==> config.mk <==
export PLATFORM = sky130hd
export DESIGN_NAME = pdc_top
export DESIGN_NICKNAME = d
export VERILOG_FILES = /design/src/pdc_pwm.v /design/src/pdc_stager.v /design/src/pdc_top.v
export VERILOG_INCLUDE_DIRS = /design/src
export SDC_FILE = /design/constraint.sdc
export NUM_CORES = 1
export LEC_CHECK = 0
export ABC_CLOCK_PERIOD_IN_PS = 12500
export BUFFER_PORTS_ARGS = -buffer_cell sky130_fd_sc_hd__buf_4
export CAP_MARGIN = 20
export CORE_MARGIN = 3
export CORE_UTILIZATION = 33
export DETAILED_ROUTE_END_ITERATION = 10
export HOLD_SLACK_MARGIN = 0.08
export PLACE_DENSITY = 0.53
export SLEW_MARGIN = 40
export SYNTH_ARGS = -nofsm -noshare
export SYNTH_HDL_FRONTEND = slang
export SYNTH_HIERARCHICAL = 1
export SYNTH_SLANG_ARGS = --single-unit
==> constraint.sdc <==
create_clock -name clk_sys -period 12.5 [get_ports clk_sys]
set_input_delay 2.5 -clock clk_sys [delete_from_list [all_inputs] [get_ports clk_sys]]
set_output_delay 2.5 -clock clk_sys [all_outputs]
set_load 0.005 [all_outputs]
==> src/pdc_defines.vh <==
`ifndef PDC_DEFINES_VH
`define PDC_DEFINES_VH

// Register page and offsets
`define PDC_PAGE_USER 8'h02
`define PDC_UPPER_BASE 8'h80
`define PDC_ADDR_PMODE 8'h5D
`define PDC_ADDR_PWR 8'h62
`define PDC_ADDR_CNT_LO 8'h8D
`define PDC_ADDR_CNT_HI 8'h8E
`define PDC_ADDR_DLY_HI 8'h8F
`define PDC_ADDR_DLY_LO 8'h90
`define PDC_ADDR_RST_PIN 8'h91
`define PDC_ADDR_LP_PIN 8'h92
`define PDC_ADDR_INT_PIN 8'h93

// Field positions
`define PDC_DUTY_MSB 5
`define PDC_BIT_SPOT_A 6
`define PDC_BIT_SPOT_B 7
`define PDC_BIT_OVR 0
`define PDC_BIT_SEL 1

// Reset and fixed values
`define PDC_RD_IN_RESET 8'hFF
`define PDC_DLY_RST 8'h00
`define PDC_INT_RST 1'b1
`define PDC_ZERO8 8'h00

// Temperature, signed 1/256 degC
`define PDC_CUTOFF 16'h4600
`define PDC_HYST 16'h0500

// Timing
`define PDC_CLK_NS 8
`define PDC_DELAY_UNIT_NS 1000
`define PDC_US_CYCLES (`PDC_DELAY_UNIT_NS / `PDC_CLK_NS)

// Staging, power in half milliwatts
`define PDC_STAGE_LAST 5'h14
`define PDC_STAGE_HMW 15'h0333
`define PDC_SPOT_HMW 15'h1900
`define PDC_PWM_HMW 22'h000DFC
`define PDC_PWM_TOP 6'h3E

`endif

==> src/pdc_pwm.v <==
`timescale 1ns/1ps
`include "pdc_defines.vh"

module pdc_pwm (
  clk_sys,
  rst_n,
  duty,
  pwm_out
);
  input wire clk_sys;
  input wire rst_n;
  input wire [5:0] duty;
  output reg pwm_out;

  reg [5:0] cnt_r;

  // Period of 63 clocks so duty 63 is fully on
  always @(posedge clk_sys)
  begin
    if (!rst_n)
    begin
      cnt_r <= 6'h00;
      pwm_out <= 1'b0;
    end
    else
    begin
      cnt_r <= (cnt_r == `PDC_PWM_TOP) ? 6'h00 : cnt_r + 6'h01;
      pwm_out <= (cnt_r < duty);
    end
  end
endmodule // pdc_pwm

==> src/pdc_stager.v <==
`timescale 1ns/1ps
`include "pdc_defines.vh"

module pdc_stager (
  clk_sys,
  rst_n,
  restart,
  delay_us,
  stage
);
  input wire clk_sys;
  input wire rst_n;
  input wire restart;
  input wire [15:0] delay_us;
  output reg [4:0] stage;

  localparam [31:0] US_CYC = `PDC_US_CYCLES;
  localparam [6:0] US_M1 = US_CYC[6:0] - 7'h01;

  reg [6:0] us_cnt_r;
  reg [15:0] dly_cnt_r;
  wire dly_off;

  assign dly_off = (delay_us == 16'h0000);

  always @(posedge clk_sys)
  begin
    if (!rst_n)
    begin
      stage <= 5'h00;
      us_cnt_r <= 7'h00;
      dly_cnt_r <= 16'h0000;
    end
    else if (restart)
    begin
      stage <= dly_off ? `PDC_STAGE_LAST : 5'h01;
      us_cnt_r <= 7'h00;
      dly_cnt_r <= 16'h0000;
    end
    else if (dly_off)
      stage <= `PDC_STAGE_LAST;
    else if (stage < `PDC_STAGE_LAST)
    begin
      if (us_cnt_r == US_M1)
      begin
        us_cnt_r <= 7'h00;
        if (dly_cnt_r == delay_us - 16'h0001)
        begin
          dly_cnt_r <= 16'h0000;
          stage <= stage + 5'h01;
        end
        else
          dly_cnt_r <= dly_cnt_r + 16'h0001;
      end
      else
        us_cnt_r <= us_cnt_r + 7'h01;
    end
  end
endmodule // pdc_stager

==> src/pdc_top.v <==
`timescale 1ns/1ps
`include "pdc_defines.vh"

module pdc_top (
  clk_sys,
  rst_n,
  reg_page,
  reg_addr,
  reg_wr,
  reg_rd,
  reg_wdata,
  reg_rdata,
  module_reset_n_pin,
  low_power_pin,
  interrupt_n_pin_o,
  interrupt_n_pin_oe,
  module_temp,
  nv_power_value,
  nv_plug_count,
  nv_power_wr,
  nv_power_data,
  nv_count_wr,
  nv_count_data,
  pwm_heater_out,
  spot_a_out,
  spot_b_out,
  low_power_mode
);
  input wire clk_sys;
  input wire rst_n;
  input wire [7:0] reg_page;
  input wire [7:0] reg_addr;
  input wire reg_wr;
  input wire reg_rd;
  input wire [7:0] reg_wdata;
  output reg [7:0] reg_rdata;
  input wire module_reset_n_pin;
  input wire low_power_pin;
  output reg interrupt_n_pin_o;
  output reg interrupt_n_pin_oe;
  input wire [15:0] module_temp;
  input wire [7:0] nv_power_value;
  input wire [15:0] nv_plug_count;
  output reg nv_power_wr;
  output reg [7:0] nv_power_data;
  output reg nv_count_wr;
  output reg [15:0] nv_count_data;
  output wire pwm_heater_out;
  output reg spot_a_out;
  output reg spot_b_out;
  output reg low_power_mode;

  localparam [2:0] ST_LOAD = 3'h1;
  localparam [2:0] ST_RUN = 3'h2;
  localparam [2:0] ST_HOLD = 3'h4;

  reg [2:0] state_r;
  reg [2:0] state_nxt;
  reg [7:0] pwr_r;
  reg [15:0] count_r;
  reg [7:0] dly_hi_r;
  reg [7:0] dly_lo_r;
  reg [15:0] dly_act_r;
  reg ovr_r;
  reg sel_r;
  reg int_lvl_r;
  reg hot_r;
  reg [5:0] pwm_lim_r;
  reg [5:0] duty_r;
  reg [7:0] rd_nxt;
  wire lp_nxt;
  wire upper;
  wire in_user;
  wire wr_ok;
  wire restart;
  wire [4:0] stage;
  wire [14:0] budget;
  wire a_fit;
  wire [14:0] used_a;
  wire b_fit;
  wire [14:0] rem;
  wire [21:0] rem_x;
  wire [21:0] lim_up_x;
  wire [21:0] lim_x;
  wire [5:0] duty_tgt;
  wire [5:0] duty_cap;
  wire active;
  wire [15:0] dly_use;

  assign upper = (reg_addr >= `PDC_UPPER_BASE);
  assign in_user = upper && (reg_page == `PDC_PAGE_USER);
  // Slave is held off while the module reset pin is low
  assign wr_ok = reg_wr && (state_r == ST_RUN) && module_reset_n_pin;
  assign lp_nxt = ovr_r ? sel_r : low_power_pin;
  assign active = (state_r == ST_RUN) && !low_power_mode;
  // Restart ramp on each initialisation and on entering high power
  assign restart = (state_r == ST_LOAD) ||
    (low_power_mode && !lp_nxt);

  always @*
  begin
    state_nxt = state_r;
    case (state_r)
      ST_LOAD: state_nxt = ST_RUN;
      ST_RUN:
        if (!module_reset_n_pin)
          state_nxt = ST_HOLD;
      ST_HOLD:
        if (module_reset_n_pin)
          state_nxt = ST_LOAD;
      default: state_nxt = ST_LOAD;
    endcase
  end

  always @(posedge clk_sys)
  begin
    if (!rst_n)
    begin
      state_r <= ST_LOAD;
      pwr_r <= `PDC_ZERO8;
      count_r <= 16'h0000;
      dly_hi_r <= `PDC_DLY_RST;
      dly_lo_r <= `PDC_DLY_RST;
      dly_act_r <= 16'h0000;
      ovr_r <= 1'b0;
      sel_r <= 1'b0;
      int_lvl_r <= `PDC_INT_RST;
      nv_power_wr <= 1'b0;
      nv_power_data <= `PDC_ZERO8;
      nv_count_wr <= 1'b0;
      nv_count_data <= 16'h0000;
      low_power_mode <= 1'b1;
    end
    else
    begin
      state_r <= state_nxt;
      low_power_mode <= lp_nxt;
      nv_power_wr <= 1'b0;
      nv_count_wr <= 1'b0;
      if (state_r == ST_LOAD)
      begin
        pwr_r <= nv_power_value;
        count_r <= nv_plug_count + 16'h0001;
        nv_count_wr <= 1'b1;
        nv_count_data <= nv_plug_count + 16'h0001;
        // Delay bytes are only sampled here, so edits wait for reset
        dly_act_r <= {dly_hi_r, dly_lo_r};
      end
      if (wr_ok && !upper && reg_addr == `PDC_ADDR_PWR)
      begin
        pwr_r <= reg_wdata;
        nv_power_wr <= 1'b1;
        nv_power_data <= reg_wdata;
      end
      if (wr_ok && !upper && reg_addr == `PDC_ADDR_PMODE)
      begin
        ovr_r <= reg_wdata[`PDC_BIT_OVR];
        sel_r <= reg_wdata[`PDC_BIT_SEL];
      end
      if (wr_ok && in_user && reg_addr == `PDC_ADDR_DLY_HI)
        dly_hi_r <= reg_wdata;
      if (wr_ok && in_user && reg_addr == `PDC_ADDR_DLY_LO)
        dly_lo_r <= reg_wdata;
      if (wr_ok && in_user && reg_addr == `PDC_ADDR_INT_PIN)
        int_lvl_r <= reg_wdata[0];
    end
  end

  always @*
  begin
    rd_nxt = `PDC_ZERO8;
    if (!upper)
    begin
      if (reg_addr == `PDC_ADDR_PWR)
        rd_nxt = pwr_r;
      else if (reg_addr == `PDC_ADDR_PMODE)
        rd_nxt = {6'h00, sel_r, ovr_r};
    end
    else if (in_user)
    begin
      case (reg_addr)
        `PDC_ADDR_CNT_LO: rd_nxt = count_r[7:0];
        `PDC_ADDR_CNT_HI: rd_nxt = count_r[15:8];
        `PDC_ADDR_DLY_HI: rd_nxt = dly_hi_r;
        `PDC_ADDR_DLY_LO: rd_nxt = dly_lo_r;
        `PDC_ADDR_RST_PIN: rd_nxt = {7'h00, module_reset_n_pin};
        `PDC_ADDR_LP_PIN: rd_nxt = {7'h00, low_power_pin};
        default: rd_nxt = `PDC_ZERO8;
      endcase
    end
  end

  always @(posedge clk_sys)
  begin
    if (!rst_n)
      reg_rdata <= `PDC_ZERO8;
    else if (reg_rd)
      reg_rdata <= (state_r == ST_RUN && module_reset_n_pin) ?
        rd_nxt : `PDC_RD_IN_RESET;
  end

  // Open collector: pull low, release for high
  always @(posedge clk_sys)
  begin
    if (!rst_n)
    begin
      interrupt_n_pin_o <= 1'b0;
      interrupt_n_pin_oe <= 1'b0;
    end
    else
    begin
      interrupt_n_pin_o <= 1'b0;
      interrupt_n_pin_oe <= !int_lvl_r;
    end
  end

  // Signed compare with hysteresis
  always @(posedge clk_sys)
  begin
    if (!rst_n)
      hot_r <= 1'b0;
    else if ($signed(module_temp) >= $signed(`PDC_CUTOFF))
      hot_r <= 1'b1;
    else if ($signed(module_temp) <=
      $signed(`PDC_CUTOFF - `PDC_HYST))
      hot_r <= 1'b0;
  end

  // Stager restarts in LOAD, before the latched copy settles
  assign dly_use = (state_r == ST_LOAD) ? {dly_hi_r, dly_lo_r} :
    dly_act_r;

  pdc_stager u_stager (
    .clk_sys(clk_sys),
    .rst_n(rst_n),
    .restart(restart),
    .delay_us(dly_use),
    .stage(stage)
  );

  // Budget grows 5% per stage; static spots first, PWM takes the rest
  assign budget = {10'h000, stage} * `PDC_STAGE_HMW;
  assign a_fit = pwr_r[`PDC_BIT_SPOT_A] && (budget >= `PDC_SPOT_HMW);
  assign used_a = a_fit ? `PDC_SPOT_HMW : 15'h0000;
  assign b_fit = pwr_r[`PDC_BIT_SPOT_B] &&
    ((budget - used_a) >= `PDC_SPOT_HMW);
  assign rem = budget - used_a - (b_fit ? `PDC_SPOT_HMW : 15'h0000);
  assign rem_x = {7'h00, rem} * 22'h00003F;
  assign lim_up_x = {16'h0000, pwm_lim_r + 6'h01} * `PDC_PWM_HMW;
  assign lim_x = {16'h0000, pwm_lim_r} * `PDC_PWM_HMW;
  assign duty_tgt = pwr_r[`PDC_DUTY_MSB:0];
  assign duty_cap = (duty_tgt < pwm_lim_r) ? duty_tgt : pwm_lim_r;

  // Limit tracks the budget one step per clock, far faster than a stage
  always @(posedge clk_sys)
  begin
    if (!rst_n)
      pwm_lim_r <= 6'h00;
    else if (lim_x > rem_x)
      pwm_lim_r <= pwm_lim_r - 6'h01;
    else if (pwm_lim_r != 6'h3F && lim_up_x <= rem_x)
      pwm_lim_r <= pwm_lim_r + 6'h01;
  end

  always @(posedge clk_sys)
  begin
    if (!rst_n)
    begin
      duty_r <= 6'h00;
      spot_a_out <= 1'b0;
      spot_b_out <= 1'b0;
    end
    else
    begin
      // Over-temperature gates only PWM; static spots stay as set
      duty_r <= (active && !hot_r) ? duty_cap : 6'h00;
      spot_a_out <= active && a_fit;
      spot_b_out <= active && b_fit;
    end
  end

  pdc_pwm u_pwm (
    .clk_sys(clk_sys),
    .rst_n(rst_n),
    .duty(duty_r),
    .pwm_out(pwm_heater_out)
  );
endmodule // pdc_top

== Word-level counts from Yosys, hierarchy flattened ==
Cells that the tools add are included.

* Word-level logic and storage cells: 139
* Register bits after elaboration: 132
* Input bits: 70
* Output and inout bits: 40

* Order comparisons: 10
* Eq/ne operators: 19
* Bitwise gates (word level): 2
* Reduce and logical (&&, ||, !) cells: 39
* Multiply operators: 4
* Add/subtract/negate cells: 10
* Mux-type cells: 30

{| class="wikitable"
|+ Operators with widths
! cell !! count
|-
| 8-bit == test, second input constant || 7
|-
| 8-bit 2-to-1 mux || 6
|-
| 8-bit one-hot mux with 6 select lines || 1
|-
| 16-bit by 1-bit adder with 16-bit output, second input constant || 2
|-
| 6-bit by 10-bit multiplier with 16-bit output, second input constant || 2
|-
| 16-bit 2-to-1 mux || 2
|-
| 15-bit by 13-bit >= comparator with 1-bit output, second input constant || 2
|-
| 5-bit 2-to-1 mux || 6
|-
| 15-bit by 13-bit subtractor with 15-bit output || 2
|-
| 13-bit 2-to-1 mux || 2
|-
| 18-bit by 21-bit > comparator with 1-bit output || 1
|-
| 18-bit by 21-bit <= comparator with 1-bit output || 1
|-
| 15-bit by 6-bit multiplier with 21-bit output, second input constant || 1
|-
| 1-bit logical AND || 19
|-
| 6-bit 2-to-1 mux || 3
|-
| 16-bit == test || 1
|-
| 8-bit by 7-bit == test with 1-bit output, second input constant || 2
|-
| 16-bit >= comparator, second input constant || 1
|-
| 16-bit <= comparator, second input constant || 1
|-
| 16-bit zero test || 1
|-
| 16-bit by 1-bit subtractor with 16-bit output, second input constant || 1
|-
| 5-bit by 10-bit multiplier with 15-bit output, second input constant || 1
|-
| 6-bit by 1-bit adder with 6-bit output, second input constant || 2
|-
| 6-bit < comparator || 2
|-
| other kinds (26) || 45
|}

== Longest topological paths before layout ==
Gate-level depths: netlist of the first run.

* Depth in word-level cells: 14
* Mapped depth: 55
* Mapped depth without buffers: 53

== Hierarchy ==
The synthesis of the first run kept the hierarchy.

{| class="wikitable"
|+ By module, submodules not included
! module !! times used !! seq. area each (um^2) !! area an instance (um^2) !! cells each
|-
| pdc_top || 1 || 1941.9 || 10652.7 || 1211
|-
| pdc_stager || 1 || 560.5 || 1939.4 || 256
|-
| pdc_pwm || 1 || 140.1 || 414.1 || 47
|}

== Worst setup path before layout of the first run ==
No wires, ideal clock.

* Path type: register -> register
* From: register u_stager.stage[3]
* To: register pwm_lim_r[1]
* Setup time: 128 ps
* Slack: 2390 ps
* Buffers on the path: 1
* Clock period less this slack: 10110 ps
* Cell stages (with the launch flop): 50
* Data required time: 12372 ps
* Arrival time: 9983 ps
* Cells stage by stage: dfxtp_1 > inv_1 > ha_1 > inv_1 > ha_1 > fa_1 > ha_1 > buf_2 > o21ai_1 > a22oi_4 > a21o_1 > a21oi_1 > o21ai_0 > a21oi_1 > xnor2_1 > a311o_1 > nand2_1 > inv_1 > (+14 left out) > inv_1 > ha_1 > or3_1 > or2_2 > a31oi_1 > o21bai_1 > a21o_1 > xnor2_1 > ha_1 > a2111oi_0 > o21ai_0 > a211o_1 > a21oi_1 > a32oi_1 > a31oi_1 > and2b_4 > a221oi_2 > nor2_1

* Word-level cells in the longest chain between the ends: 13
* Elaborated cells on any way between the ends: 15
* Classes of those cells: add/sub (2); mul (2); order compare (4); mux (3); reduce/logical (4)

{| class="wikitable"
|+ Ends and longest elaborated chain
! item !! RTL line !! source
|-
| start: declaration || pdc_stager.v:15 || <nowiki>output reg [4:0] stage;</nowiki>
|-
| start signal: assignment || pdc_stager.v:36 || <nowiki>stage <= dly_off ? `PDC_STAGE_LAST : 5'h01;</nowiki>
|-
| start signal: assignment || pdc_stager.v:41 || <nowiki>stage <= `PDC_STAGE_LAST;</nowiki>
|-
| start signal: assignment || pdc_stager.v:50 || <nowiki>stage <= stage + 5'h01;</nowiki>
|-
| 5-bit by 10-bit multiplier with 15-bit output (no source line) (*) || n/a ||
|-
| 15-bit by 13-bit >= comparator with 1-bit output (no source line) || n/a ||
|-
| 1-bit logical AND || pdc_top.v:243 || <nowiki>assign a_fit = pwr_r[`PDC_BIT_SPOT_A] && (budget >= `PDC_SPOT_HMW);</nowiki>
|-
| 13-bit 2-to-1 mux || pdc_top.v:244 || <nowiki>assign used_a = a_fit ? `PDC_SPOT_HMW : 15'h0000;</nowiki>
|-
| 15-bit by 13-bit subtractor with 15-bit output (*) || pdc_top.v:246, pdc_top.v:247 ||
|-
| 15-bit by 13-bit >= comparator with 1-bit output (no source line) || n/a ||
|-
| 1-bit logical AND || pdc_top.v:245 || <nowiki>assign b_fit = pwr_r[`PDC_BIT_SPOT_B] &&</nowiki>
|-
| 13-bit 2-to-1 mux || pdc_top.v:247 || <nowiki>assign rem = budget - used_a - (b_fit ? `PDC_SPOT_HMW : 15'h0000);</nowiki>
|-
| 15-bit by 13-bit subtractor with 15-bit output (*) || pdc_top.v:247 ||
|-
| 15-bit by 6-bit multiplier with 21-bit output (*) || pdc_top.v:248 || <nowiki>assign rem_x = {7'h00, rem} * 22'h00003F;</nowiki>
|-
| 18-bit by 21-bit <= comparator with 1-bit output || pdc_top.v:261 || <nowiki>else if (pwm_lim_r != 6'h3F && lim_up_x <= rem_x)</nowiki>
|-
| 1-bit logical AND || pdc_top.v:261 ||
|-
| 2-bit nonzero test (no source line) || n/a ||
|-
| end signal: assignment || pdc_top.v:260 || <nowiki>pwm_lim_r <= pwm_lim_r - 6'h01;</nowiki>
|-
| end signal: assignment || pdc_top.v:262 || <nowiki>pwm_lim_r <= pwm_lim_r + 6'h01;</nowiki>
|-
| end: declaration || pdc_top.v:68 || <nowiki>reg [5:0] pwm_lim_r;</nowiki>
|}

Mark *: on every way between the ends. The rest lies on a longest branch, timed or not.
A chain may end at the register's enable or synchronous reset.

== Final worst setup path of the first run ==
Ends and elaborated chain as after synthesis.

==> results.md, run 1 <==
Detailed routing:
- The post-detailed-route DRC marker count is 0.
- After detailed routing, the average wire length per cell comes to about 16 microns.
- The post-route antenna net violation count is 0.
- Detailed routing inserted a total of around 11k vias.
- After detailed routing, the number of vias per cell comes to 5.04.
- The routed design has 34000 microns of wire.
- After the first detailed-routing iteration, the DRC count stood at 592.
- For this run, the detailed router's first-pass iteration total came to 5.

Synth:
- The instance count of the mapped netlist is 1514.
- The number of register bits inferred by synthesis is around 130.
- The share of the synthesized area in the top cell type is 20.3%.
- The cell taking the most area after synthesis is sky130_fd_sc_hd__dfxtp_1.
- Among all flip-flop cells after synthesis, the most frequent one is sky130_fd_sc_hd__dfxtp_1.
- Yosys mapped a number of flops with a built-in enable equal to 0.
- The portion of synthesized area spent on multiplexers is roughly 4.6%.
- By count the netlist is led by sky130_fd_sc_hd__ha_1, sky130_fd_sc_hd__inv_1, sky130_fd_sc_hd__dfxtp_1.
- The sequential cell area fraction in the yosys report is around a fifth.
- The post-synthesis instance area is about 13000 sq um.
- By area the synthesized netlist is led by sky130_fd_sc_hd__dfxtp_1, sky130_fd_sc_hd__ha_1, sky130_fd_sc_hd__fa_1.
- The post-synthesis compound-gate area fraction is 15.3%.
- The simple-gate share of the synthesized area is 18.4%.
- After Yosys synthesis, XOR and XNOR cells account for under 10% of the synthesized area.
- The total nets after synthesis is 1822.
- The library cell with the highest instance count after synthesis is sky130_fd_sc_hd__ha_1.
- The synthesized area divided by synthesized cell count is 8.59 sq um.
- The combinational family with the most area after synthesis is adder cells.
- The distinct cell type count after synthesis is 92.
- The total of warnings raised by yosys is 6.
- The synthesized netlist devotes 27.1% of its cell area to adder and majority cells.
- In the synthesized netlist the async set-or-reset flop fraction comes to 0%.

Worst setup path:
- The setup path with the least slack is of type flop to flop.
- The element type at the critical path end is a flop.
- The worst setup path is launched from a flop.
- The most common cell type on the critical path is sky130_fd_sc_hd__ha_1.
- The peak per-stage delay on the critical path is 0.54 ns.
- The slowest stage of the critical path is the sky130_fd_sc_hd__fa_1 cell.
- STA puts the critical path data arrival time at 11.47 ns.
- In this run the worst path has a maximum fanout of 8.
- Data on the critical path is required at its endpoint by around 13 ns.

Floorplan:
- The height of the die is approximately 200 microns.
- During I/O placement, the number of pins put on the boundary was 110.
- In this run the horizontal extent of the chip is 205 microns.
- The initial core utilization is 33.5%.
- The full die area is roughly 42000 sq um.
- The core region is between 30000 and 40000 sq um.
- The placement row count is 72.

Global routing:
- The total overflow reported by the global router is 0.
- The first global-routing pass estimated 56100 microns of wire.
- The number of global-route vias before repair is 11.0k.
- The initial antenna violation count is 0.
- The overall routing resource usage is 16.5%.
- Entering global routing, the biggest net connects 60 pins.

Layout:
- The repair_antennas step left the layout with diodes totalling 0.
- The area growth from synthesis to layout is 14.5%.
- The net count of the finished layout is 1911.
- The ratio of cells with drive above 1 in the final layout is 13.1%.

Clocking:
- The number of CTS-inserted buffers is 17.
- The clock net sink count is 132.
- The clock reaches the later pin of the worst-skew pair after between 0.4 and 0.5 ns.
- The clock passes through at most 2 buffers.
- The clock tree from TritonCTS is done.
- The buffer type at the clock tree root is sky130_fd_sc_hd__clkbuf_16.
- The quantity of gates resized following cts is 0.
- The clock-pin slew on the worst setup and hold paths is approximately 0.070 ns.
- Buffers added to address setup during post-CTS repair amount to 0.
- The post-cts hold buffer count is 0.
- The count of H-tree levels built during CTS is 4.

STA:
- The final clock period utilization by the worst path is 89.4%.
- The worst slew margin relative to its limit is 48.7%.
- The post-layout minimum cycle time is 11.17 ns.
- The setup TNS after final layout is 0 ns.
- Setup repair after global routing left no endpoint under its margin.
- The final setup skew is about 0.021 ns.
- The fmax is 89.5 MHz.
- The max-slew violation count is 0.
- At the pin with the least slew margin, the transition time is between 0.7 and 0.8 ns.
- The number of endpoints with negative hold slack in the final report is 0.
- Setup violations remaining at the end of the flow were counted as 0.
- Setup slack on the critical path of the routed design comes to approximately 1.3 ns.

Flow run:
- Max-cap violations in this run came to 0.

Placement:
- The port buffer count is ~110.
- The worst slack at placement is 1.40 ns.
- The final RePlAce weighted congestion is 0.855.
- The HPWL after detailed placement is about 28000 microns.

Outcome:
- The flow ran to the end, and the final reports show no timing, DRC or antenna violations.

Min path:
- The kind of path behind the tightest hold check is flop to flop.
## cell usage in the layout (no fill, tap or decap), drive strengths merged, types with 5 or more instances in the layout
| master | n |
|---|---|
| inv | 167 |
| ha | 166 |
| dfxtp | 132 |
| nand2 | 130 |
| nor2 | 129 |
| buf | 109 |
| a21oi | 77 |
| xnor2 | 75 |
| o21ai | 73 |
| fa | 72 |
| xor2 | 44 |
| nand3 | 33 |
| mux2i | 32 |
| nor3 | 31 |
| a211oi | 26 |
| mux2 | 25 |
| and2 | 23 |
| a21o | 22 |
| nand4 | 19 |
| clkbuf | 18 |
| nor2b | 16 |
| and3 | 16 |
| nand2b | 15 |
| a31oi | 15 |
| nor4 | 13 |
| a22oi | 9 |
| a221oi | 9 |
| nor3b | 8 |
| o21a | 8 |
| or3 | 8 |
| nand3b | 7 |
| a21boi | 6 |
| nor4b | 6 |
| o31ai | 5 |
| or4 | 5 |
## kinds of logic after synthesis
logic type,Yosys count
AO/OA/AOI/OAI,293
XOR/XNOR,119
adder cells (fa/ha/maj),239
buffers and inverters,198
flip-flops,132
multiplexers,57
other,1
AND/OR/NAND/NOR,475
## metal layers
metal,wire length [microns],GRT usage (%),part of all wire [%],vias up
li1,-,-,-,5441
met1,16200,22.6,48,5121
met2,16500,28.0,48,162
met3,995,2.15,2.9,31
met4,362,3.49,1.1,0
met5,0,0,0,-
## state kept, by name, summed over array words and instances, names as in the netlist, 3 cells and up
| signal | count |
|---|---|
| dly_lo_r | 8 |
| count_r | 16 |
| dly_hi_r | 8 |
| state_r | 3 |
| u_stager/us_cnt_r | 7 |
| duty_r | 6 |
| nv_power_data | 8 |
| u_pwm/cnt_r | 6 |
| reg_rdata | 8 |
| dly_act_r | 16 |
| pwm_lim_r | 6 |
| pwr_r | 8 |
| u_stager/stage | 5 |
| u_stager/dly_cnt_r | 16 |
## through the flow
step	cells	hold WS, ns	area (sq um)	utilization, %
after floorplan	1514	0.392	13000	-
after global placement	2102	0.413	14300	36.9
after detailed placement	2102	0.409	14300	36.9
after CTS	2134	0.419	14900	38.3
after global routing	2134	0.426	14900	38.4
final	2134	0.414	14900	38.4
## worst max-delay path, delay by kind of cell (launching register included)
| family | cells | cell delay, ns |
|---|---|---|
| flip-flops | 1 | 0.43 |
| adder cells (fa/ha/maj) | 11 | 3.77 |
| XOR/XNOR | 6 | 1.23 |
| buffers and inverters | 5 | 0.34 |
| AO/OA/AOI/OAI | 20 | 4.01 |
| AND/OR/NAND/NOR | 9 | 1.27 |
## final timing paths
path / depth (start not counted) / to / startpoint / slack, ns
setup / recovery: 51 / pwm_lim_r[1] / u_stager/stage[3] / 1.33
setup reg to reg: 51 / pwm_lim_r[1] / u_stager/stage[3] / 1.33
hold reg to reg: 1 / interrupt_n_pin_oe / int_lvl_r / 0.41
hold / removal: 1 / interrupt_n_pin_oe / int_lvl_r / 0.41
## layout make-up
class                           instances  area (sq um)
Clock buffer                           18           439
Clock inverter                         14           116
Fill cell                            3980         23900
Inverter                              159           599
Multi-Input combinational cell       1184          9630
Sequential cell                       132          2640
Tap cell                              518           648
Timing Repair Buffer                  109           818
Power of run 1 is not shown: default switching activity piles up to over one toggle a cycle in this logic, so the estimate is an artifact.
==> run 2, diff against run 1 <==
--- a/config.mk
+++ b/config.mk
@@ -6,14 +6,14 @@
 export SDC_FILE = /design/constraint.sdc
 export NUM_CORES = 1
 export LEC_CHECK = 0
-export ABC_CLOCK_PERIOD_IN_PS = 12500
+export ABC_CLOCK_PERIOD_IN_PS = 9600
 export BUFFER_PORTS_ARGS = -buffer_cell sky130_fd_sc_hd__buf_4
 export CAP_MARGIN = 20
 export CORE_MARGIN = 3
 export CORE_UTILIZATION = 33
 export DETAILED_ROUTE_END_ITERATION = 10
 export HOLD_SLACK_MARGIN = 0.08
-export PLACE_DENSITY = 0.53
+export PLACE_DENSITY = 0.55
 export SLEW_MARGIN = 40
 export SYNTH_ARGS = -nofsm -noshare
 export SYNTH_HDL_FRONTEND = slang
==> constraint.sdc (replaced) <==
create_clock -name clk_sys -period 9.6 [get_ports clk_sys]
set_input_delay 1.92 -clock clk_sys [delete_from_list [all_inputs] [get_ports clk_sys]]
set_output_delay 1.92 -clock clk_sys [all_outputs]
set_load 0.005 [all_outputs]
==> results.md, run 2 (same netlist as run 1, synthesis figures left out) <==
Global routing:
- The maximum number of pins on one net before global-route repair is 60 (unchanged).
- The total overflow reported by the global router was 0 (unchanged).
- The initial antenna violation count is 0 (unchanged).
- The number of global-route vias before repair came to 11.3k (was 11.0k).
- The wire length of the first global-routing pass is 57100 microns (was 56100 microns).
- The overall routing resource usage is 16.9% (was 16.5%).

Layout:
- The utilization after layout is 42.6% (was 38.4%).
- The area overhead of the layout relative to synthesis was 27.3% (was 14.5%).
- The number of nets at the end of the flow is 2037 (was 1911).
- Highest-count cells in the layout ignoring fill and taps: sky130_fd_sc_hd__buf_4, sky130_fd_sc_hd__inv_1, sky130_fd_sc_hd__ha_1 (was sky130_fd_sc_hd__ha_1, sky130_fd_sc_hd__inv_1, sky130_fd_sc_hd__dfxtp_1).
- The post-route standard cell area excluding fillers came to 16600 sq um (was 14900 sq um).
- The ratio of cells with drive above 1 in the final layout was 23.7% (was 13.1%).
- The antenna diode instance count is 0 (unchanged).
- Registers with the highest flip-flop counts: count_r (16), dly_act_r (16), u_stager/dly_cnt_r (16) (unchanged).
- The commonest non-fill, non-tap cell in the layout is sky130_fd_sc_hd__buf_4 (was sky130_fd_sc_hd__ha_1).
- The number of inserted filler cells in the final layout was 3842 (was 3980).

Min path:
- The kind of path behind the tightest hold check is flop to flop (unchanged).

STA:
- The number of endpoints with negative hold slack in the final report came to 0 (unchanged).
- RSZ-0062 raised after global routing: true (was false).
- The final setup skew is 0.0186 ns (was 0.0210 ns).
- The number of setup violations in the final report is 2 (was 0).
- The post-layout minimum cycle time came to 9.63 ns (was 11.17 ns).
- The worst slew margin relative to its limit is 47.1% (was 48.7%).
- The max-slew violation count was 0 (unchanged).
- The least setup slack across all paths after layout is -0.0310 ns (was 1.33 ns).
- The fmax came to 104 MHz (was 89.5 MHz).
- The slew of the pin with the lowest slew margin is 0.788 ns (was 0.769 ns).
- The final clock period utilization by the worst path is 100% (was 89.4%).

Clocking:
- The clock net sink count is 132 (unchanged).
- The buffer type at the clock tree root is sky130_fd_sc_hd__clkbuf_16 (unchanged).
- The clock tree from TritonCTS was done (unchanged).
- The number of CTS-inserted buffers is 17 (unchanged).
- The maximum root-to-sink buffer count is 2 (unchanged).
- The clock-pin slew on the worst setup and hold paths is 0.07 ns (about the same).
- The post-cts hold buffer count came to 0 (unchanged).
- The count of H-tree levels built during CTS is 4 (unchanged).
- The later-pin clock latency in the skew report came to 0.43 ns (was 0.44 ns).

Worst setup path:
- The required time reported for the critical path endpoint is 9.91 ns (was 12.80 ns).
- The peak per-stage delay on the critical path is 0.56 ns (was 0.54 ns).
- The worst endpoint data arrival time is 9.94 ns (was 11.47 ns).
- The most common cell type on the critical path is sky130_fd_sc_hd__ha_4 (was sky130_fd_sc_hd__ha_1).
- The element type at the critical path end is a flop (unchanged).
- The kind of launch point of the worst setup path was a flop (unchanged).
- The cell with the largest stage delay on the worst path is sky130_fd_sc_hd__fa_1 (unchanged).
- The largest fanout on the critical path is 5 (was 8).
- The worst setup path category is flop to flop (unchanged).

Detailed routing:
- The count of routing violations after the opening detailed-route iteration is 508 (was 592).
- The post-route antenna net violation count is 0 (unchanged).
- The total wire length is 35300 microns (was 34000 microns).
- The post-detailed-route wirelength per cell came to 15.6 microns (was 15.9 microns).
- The detailed-router iteration count before antenna repair came to 7 (was 5).
- The number of vias after detailed routing is 11.3k (was 10.8k).
- The post-detailed-route DRC marker count came to 0 (unchanged).
- The per-cell via count in the routed design is 4.99 (was 5.04).

Placement:
- The worst slack at placement came to -0.220 ns (was 1.40 ns).
- The final RePlAce weighted congestion is 0.855 (unchanged).
- The port buffer count is 108 (unchanged).
- The standard cell area after detailed placement is 15400 sq um (was 14300 sq um).
- The HPWL after detailed placement is 28300 microns (was 27800 microns).

Floorplan:
- The placement row count is 72 (unchanged).
- The full die area was 41800 sq um (unchanged).
- The height of the die is 205 microns (unchanged).
- The number of placed I/O pins is 110 (unchanged).
- The chip width is 205 microns (unchanged).
- The area inside the core boundary is 38800 sq um (unchanged).
- The initial core utilization is 33.5% (unchanged).

Flow run:
- The number of violations of the max-capacitance limit is 0 (unchanged).

Outcome:
- The final reports fail on setup timing.
- Result of the run: finished, violations left (was finished, final reports clean).
run 2: cell count changes in the layout (fill, tap and decap cells not counted), moves of 8 or more:
cell,change
sky130_fd_sc_hd__xnor2_1,-8
sky130_fd_sc_hd__a21oi_1,-8
sky130_fd_sc_hd__ha_1,-24
sky130_fd_sc_hd__ha_4,+22
sky130_fd_sc_hd__buf_4,+122
run 2: final cells by class:
class                   instances  area (sq um)  area share [%]
multi-input cells            1184         10300            62.0
well taps                     518           648            3.91
repair buffers                235          1800            10.9
clock inverters                13           173            1.04
flip-flops and latches        132          2650            16.0
clock buffers                  19           433            2.61
inverters                     159           599            3.62
run 2: metal layers:
metal	vias to the layer above	GRT usage [%]	wire length, microns
met5	-	0	0
met4	0	4.35	619
met3	32	2.51	1120
met2	140	28.7	17100
met1	5419	22.4	16500
li1	5692	-	-
run 2: path summary, 6_finish.rpt:
check,start,depth (start not counted),to,slack (ns)
worst min-delay path,nv_power_data[7],2,nv_power_data[7],0.45
worst max register to register,u_stager/stage[3],49,pwm_lim_r[1],-0.03
worst min register to register,nv_power_data[7],2,nv_power_data[7],0.45
worst max-delay path,u_stager/stage[3],49,pwm_lim_r[1],-0.03
run 2: critical path, delay by kind of cell, from the launching register on:
family | cells | cell delay [ns]
AO/OA/AOI/OAI | 20 | 3.60
adder cells (fa/ha/maj) | 10 | 3.27
XOR/XNOR | 6 | 0.94
buffers and inverters | 8 | 0.73
AND/OR/NAND/NOR | 5 | 0.63
flip-flops | 1 | 0.35
run 2: metrics by stage:
step	std cells	setup TNS, ns	hold WS, ns
floorplan	1514	0	0.392
global placement	2204	-0.0285	0.449
detailed placement	2204	-1.05	0.449
CTS	2255	0	0.457
global route	2260	-2.77	0.468
finish	2260	-0.0347	0.454
run 2: timing repair:
item / 4_1_cts / 5_1_grt
pin swaps: 58 / 32
gates resized for setup: 36 / 21
endpoints found under the setup margin: 6 / 6
endpoints found under the hold margin: 0 / 0
buffers inserted: 19 / 5
Power of run 2 is left out for the same reason.
==> run 3, diff against run 2 <==
--- a/config.mk
+++ b/config.mk
@@ -13,6 +13,7 @@
 export CORE_UTILIZATION = 33
 export DETAILED_ROUTE_END_ITERATION = 10
 export HOLD_SLACK_MARGIN = 0.08
+export MAX_ROUTING_LAYER = met4
 export PLACE_DENSITY = 0.55
 export SLEW_MARGIN = 40
 export SYNTH_ARGS = -nofsm -noshare
==> results.md, run 3 (same netlist as run 1, synthesis figures left out) <==
Outcome:
- Result of the run: finished, violations left (unchanged).
- Failing checks: setup timing (unchanged).

Global routing:
- The overall routing resource usage is 17.3% (was 16.9%).
- The maximum number of pins on one net before global-route repair was 60 (unchanged).
- The number of global-route vias before repair is 11.1k (was 11.3k).
- The initial antenna violation count is 0 (unchanged).
- The total overflow reported by the global router is 0 (unchanged).
- The wire length of the first global-routing pass is 57200 microns (was 57100 microns).

Floorplan:
- The height of the die is 205 microns (unchanged).
- The initial core utilization is 33.5% (unchanged).
- The placement row count is 72 (unchanged).
- The area inside the core boundary came to 38800 sq um (unchanged).
- The chip width is 205 microns (unchanged).
- The number of placed I/O pins is 110 (unchanged).
- The full die area is 41800 sq um (unchanged).

Layout:
- The area occupied by multi-input gates is 10300 sq um (about the same).
- The ratio of cells with drive above 1 in the final layout is 23.8% (was 23.7%).
- Highest-count cells in the layout ignoring fill and taps: sky130_fd_sc_hd__buf_4, sky130_fd_sc_hd__inv_1, sky130_fd_sc_hd__ha_1 (unchanged).
- The register area is 2650 sq um (unchanged).
- Registers with the highest flip-flop counts: count_r (16), dly_act_r (16), u_stager/dly_cnt_r (16) (unchanged).
- The antenna diode instance count is 0 (unchanged).
- The number of nets at the end of the flow is 2037 (unchanged).
- The number of inserted filler cells in the final layout is 3824 (was 3842).
- The commonest non-fill, non-tap cell in the layout is sky130_fd_sc_hd__buf_4 (unchanged).
- The area overhead of the layout relative to synthesis was 27.5% (was 27.3%).
- The final non-filler cell total is 2260 (unchanged).

Worst setup path:
- The capture point of the worst reg-to-reg path is pwm_lim_r[0] (was pwm_lim_r[1]).
- The top cell family by delay on the critical path is adder cells (was compound AO/OA/AOI/OAI gates).
- The required time reported for the critical path endpoint came to 9.90 ns (was 9.91 ns).
- The element type at the critical path end was a flop (unchanged).
- The worst setup path category is flop to flop (unchanged).
- The cell with the largest stage delay on the worst path is sky130_fd_sc_hd__fa_1 (unchanged).
- The buffers plus inverters on the worst setup path is 6 (was 8).
- The largest fanout on the critical path is 5 (unchanged).
- The worst endpoint data arrival time came to 9.94 ns (about the same).
- The kind of launch point of the worst setup path was a flop (unchanged).
- The most common cell type on the critical path is sky130_fd_sc_hd__ha_4 (unchanged).
- The register-to-register setup slack is -0.04 ns (was -0.03 ns).
- The peak per-stage delay on the critical path is 0.53 ns (was 0.56 ns).
- The count of cells along the worst register-to-register path is 51 (was 49).
- The origin of the critical flop-to-flop path is u_stager/stage[3] (unchanged).

STA:
- The worst slew margin relative to its limit was 48.6% (was 47.1%).
- The final clock period utilization by the worst path is 100% (about the same).
- The slew of the pin with the lowest slew margin was 0.750 ns (was 0.788 ns).
- The number of setup violations in the final report is 5 (was 2).
- The final setup skew is 0.0163 ns (was 0.0186 ns).
- RSZ-0062 raised after global routing: true (unchanged).
- The post-layout minimum cycle time is 9.64 ns (was 9.63 ns).
- The number of endpoints with negative hold slack in the final report was 0 (unchanged).
- The max-slew violation count was 0 (unchanged).
- The least setup slack across all paths after layout is -0.0385 ns (was -0.0310 ns).
- The fmax was 104 MHz (about the same).

Detailed routing:
- The post-detailed-route DRC marker count was 0 (unchanged).
- The post-route antenna net violation count came to 0 (unchanged).
- The per-cell via count in the routed design is 4.98 (was 4.99).
- The total wire length came to 35400 microns (was 35300 microns).
- The count of routing violations after the opening detailed-route iteration is 561 (was 508).
- The post-detailed-route wirelength per cell is 15.7 microns (was 15.6 microns).
- The detailed-router iteration count before antenna repair was 5 (was 7).
- The number of vias after detailed routing is 11.2k (was 11.3k).

Clocking:
- The later-pin clock latency in the skew report is 0.43 ns (about the same).
- The maximum root-to-sink buffer count is 2 (unchanged).
- The buffer type at the clock tree root is sky130_fd_sc_hd__clkbuf_16 (unchanged).
- The clock net sink count is 132 (unchanged).
- The count of H-tree levels built during CTS was 4 (unchanged).
- The number of CTS-inserted buffers is 17 (unchanged).
- The clock-pin slew on the worst setup and hold paths is 0.07 ns (about the same).
- The clock tree from TritonCTS is done (unchanged).

Placement:
- The HPWL after detailed placement was 28500 microns (was 28300 microns).
- The number of cells after detailed placement came to 2203 (was 2204).
- The final RePlAce weighted congestion is 0.879 (was 0.855).
- The port buffer count is 108 (unchanged).

Min path:
- The end point of the worst hold path is nv_power_data[7] (unchanged).
- The number of cells traversed by the worst hold path came to 2 (unchanged).
- The kind of path behind the tightest hold check is flop to flop (unchanged).
- The critical hold path startpoint is nv_power_data[7] (unchanged).

Flow run:
- The number of violations of the max-capacitance limit was 0 (unchanged).
==> run 3: area by class of cell <==
type	instances	share of cell area, %
Clock buffer	20	2.82
Clock inverter	12	1.00
Inverter	159	3.61
Multi-Input combinational cell	1184	62.0
Sequential cell	132	16.0
Tap cell	518	3.91
Timing Repair Buffer	235	10.7
==> run 3: worst max path at each step <==
stage,from,endpoint,depth (start not counted)
after global routing,u_stager/stage[3],pwm_lim_r[0],51
after floorplan,u_stager/stage[3],pwm_lim_r[1],49
after detailed placement,u_stager/stage[3],pwm_lim_r[1],47
after CTS,u_stager/stage[3],pwm_lim_r[1],52
final,u_stager/stage[3],pwm_lim_r[0],51
after global placement,u_stager/stage[3],pwm_lim_r[0],51
==> run 3: per-stage QoR <==
stage	cell area (sq um)	TNS, ns	hold slack, ns	utilization (%)	setup slack (ns)
detailed placement	15400	-1.12	0.451	39.6	-0.233
CTS	16300	0	0.459	42.0	0.00560
finish	16600	-0.109	0.454	42.7	-0.0385
floorplan	13300	0	0.392	-	0.00502
global route	16600	-2.99	0.475	42.7	-0.520
global placement	15400	-0.0353	0.449	39.5	-0.0228
==> run 3: worst register-to-register path, delay by kind of cell (launching register included) <==
| family | cells | cell delay (ns) |
|---|---|---|
| AND/OR/NAND/NOR | 12 | 1.56 |
| flip-flops | 1 | 0.35 |
| adder cells (fa/ha/maj) | 12 | 3.44 |
| buffers and inverters | 6 | 0.34 |
| XOR/XNOR | 6 | 1.06 |
| AO/OA/AOI/OAI | 15 | 2.78 |
==> run 3: per-layer routing <==
metal / GRT usage (%) / up-vias / wire length (microns)
met1: 22.9 / 5354 / 16700
met5: - / - / 0
li1: - / 5683 / -
met2: 28.2 / 172 / 17100
met3: 2.35 / 35 / 1030
met4: 4.08 / 0 / 598
==> run 3: what timing repair did <==
action | CTS | global route
gates resized for setup | 32 | 26
endpoints found under the setup margin | 6 | 6
pin swaps | 34 | 46
buffers inserted | 13 | 12
gates cloned | 0 | 0
hold buffers | 0 | 0
Power of run 3 is left out for the same reason.
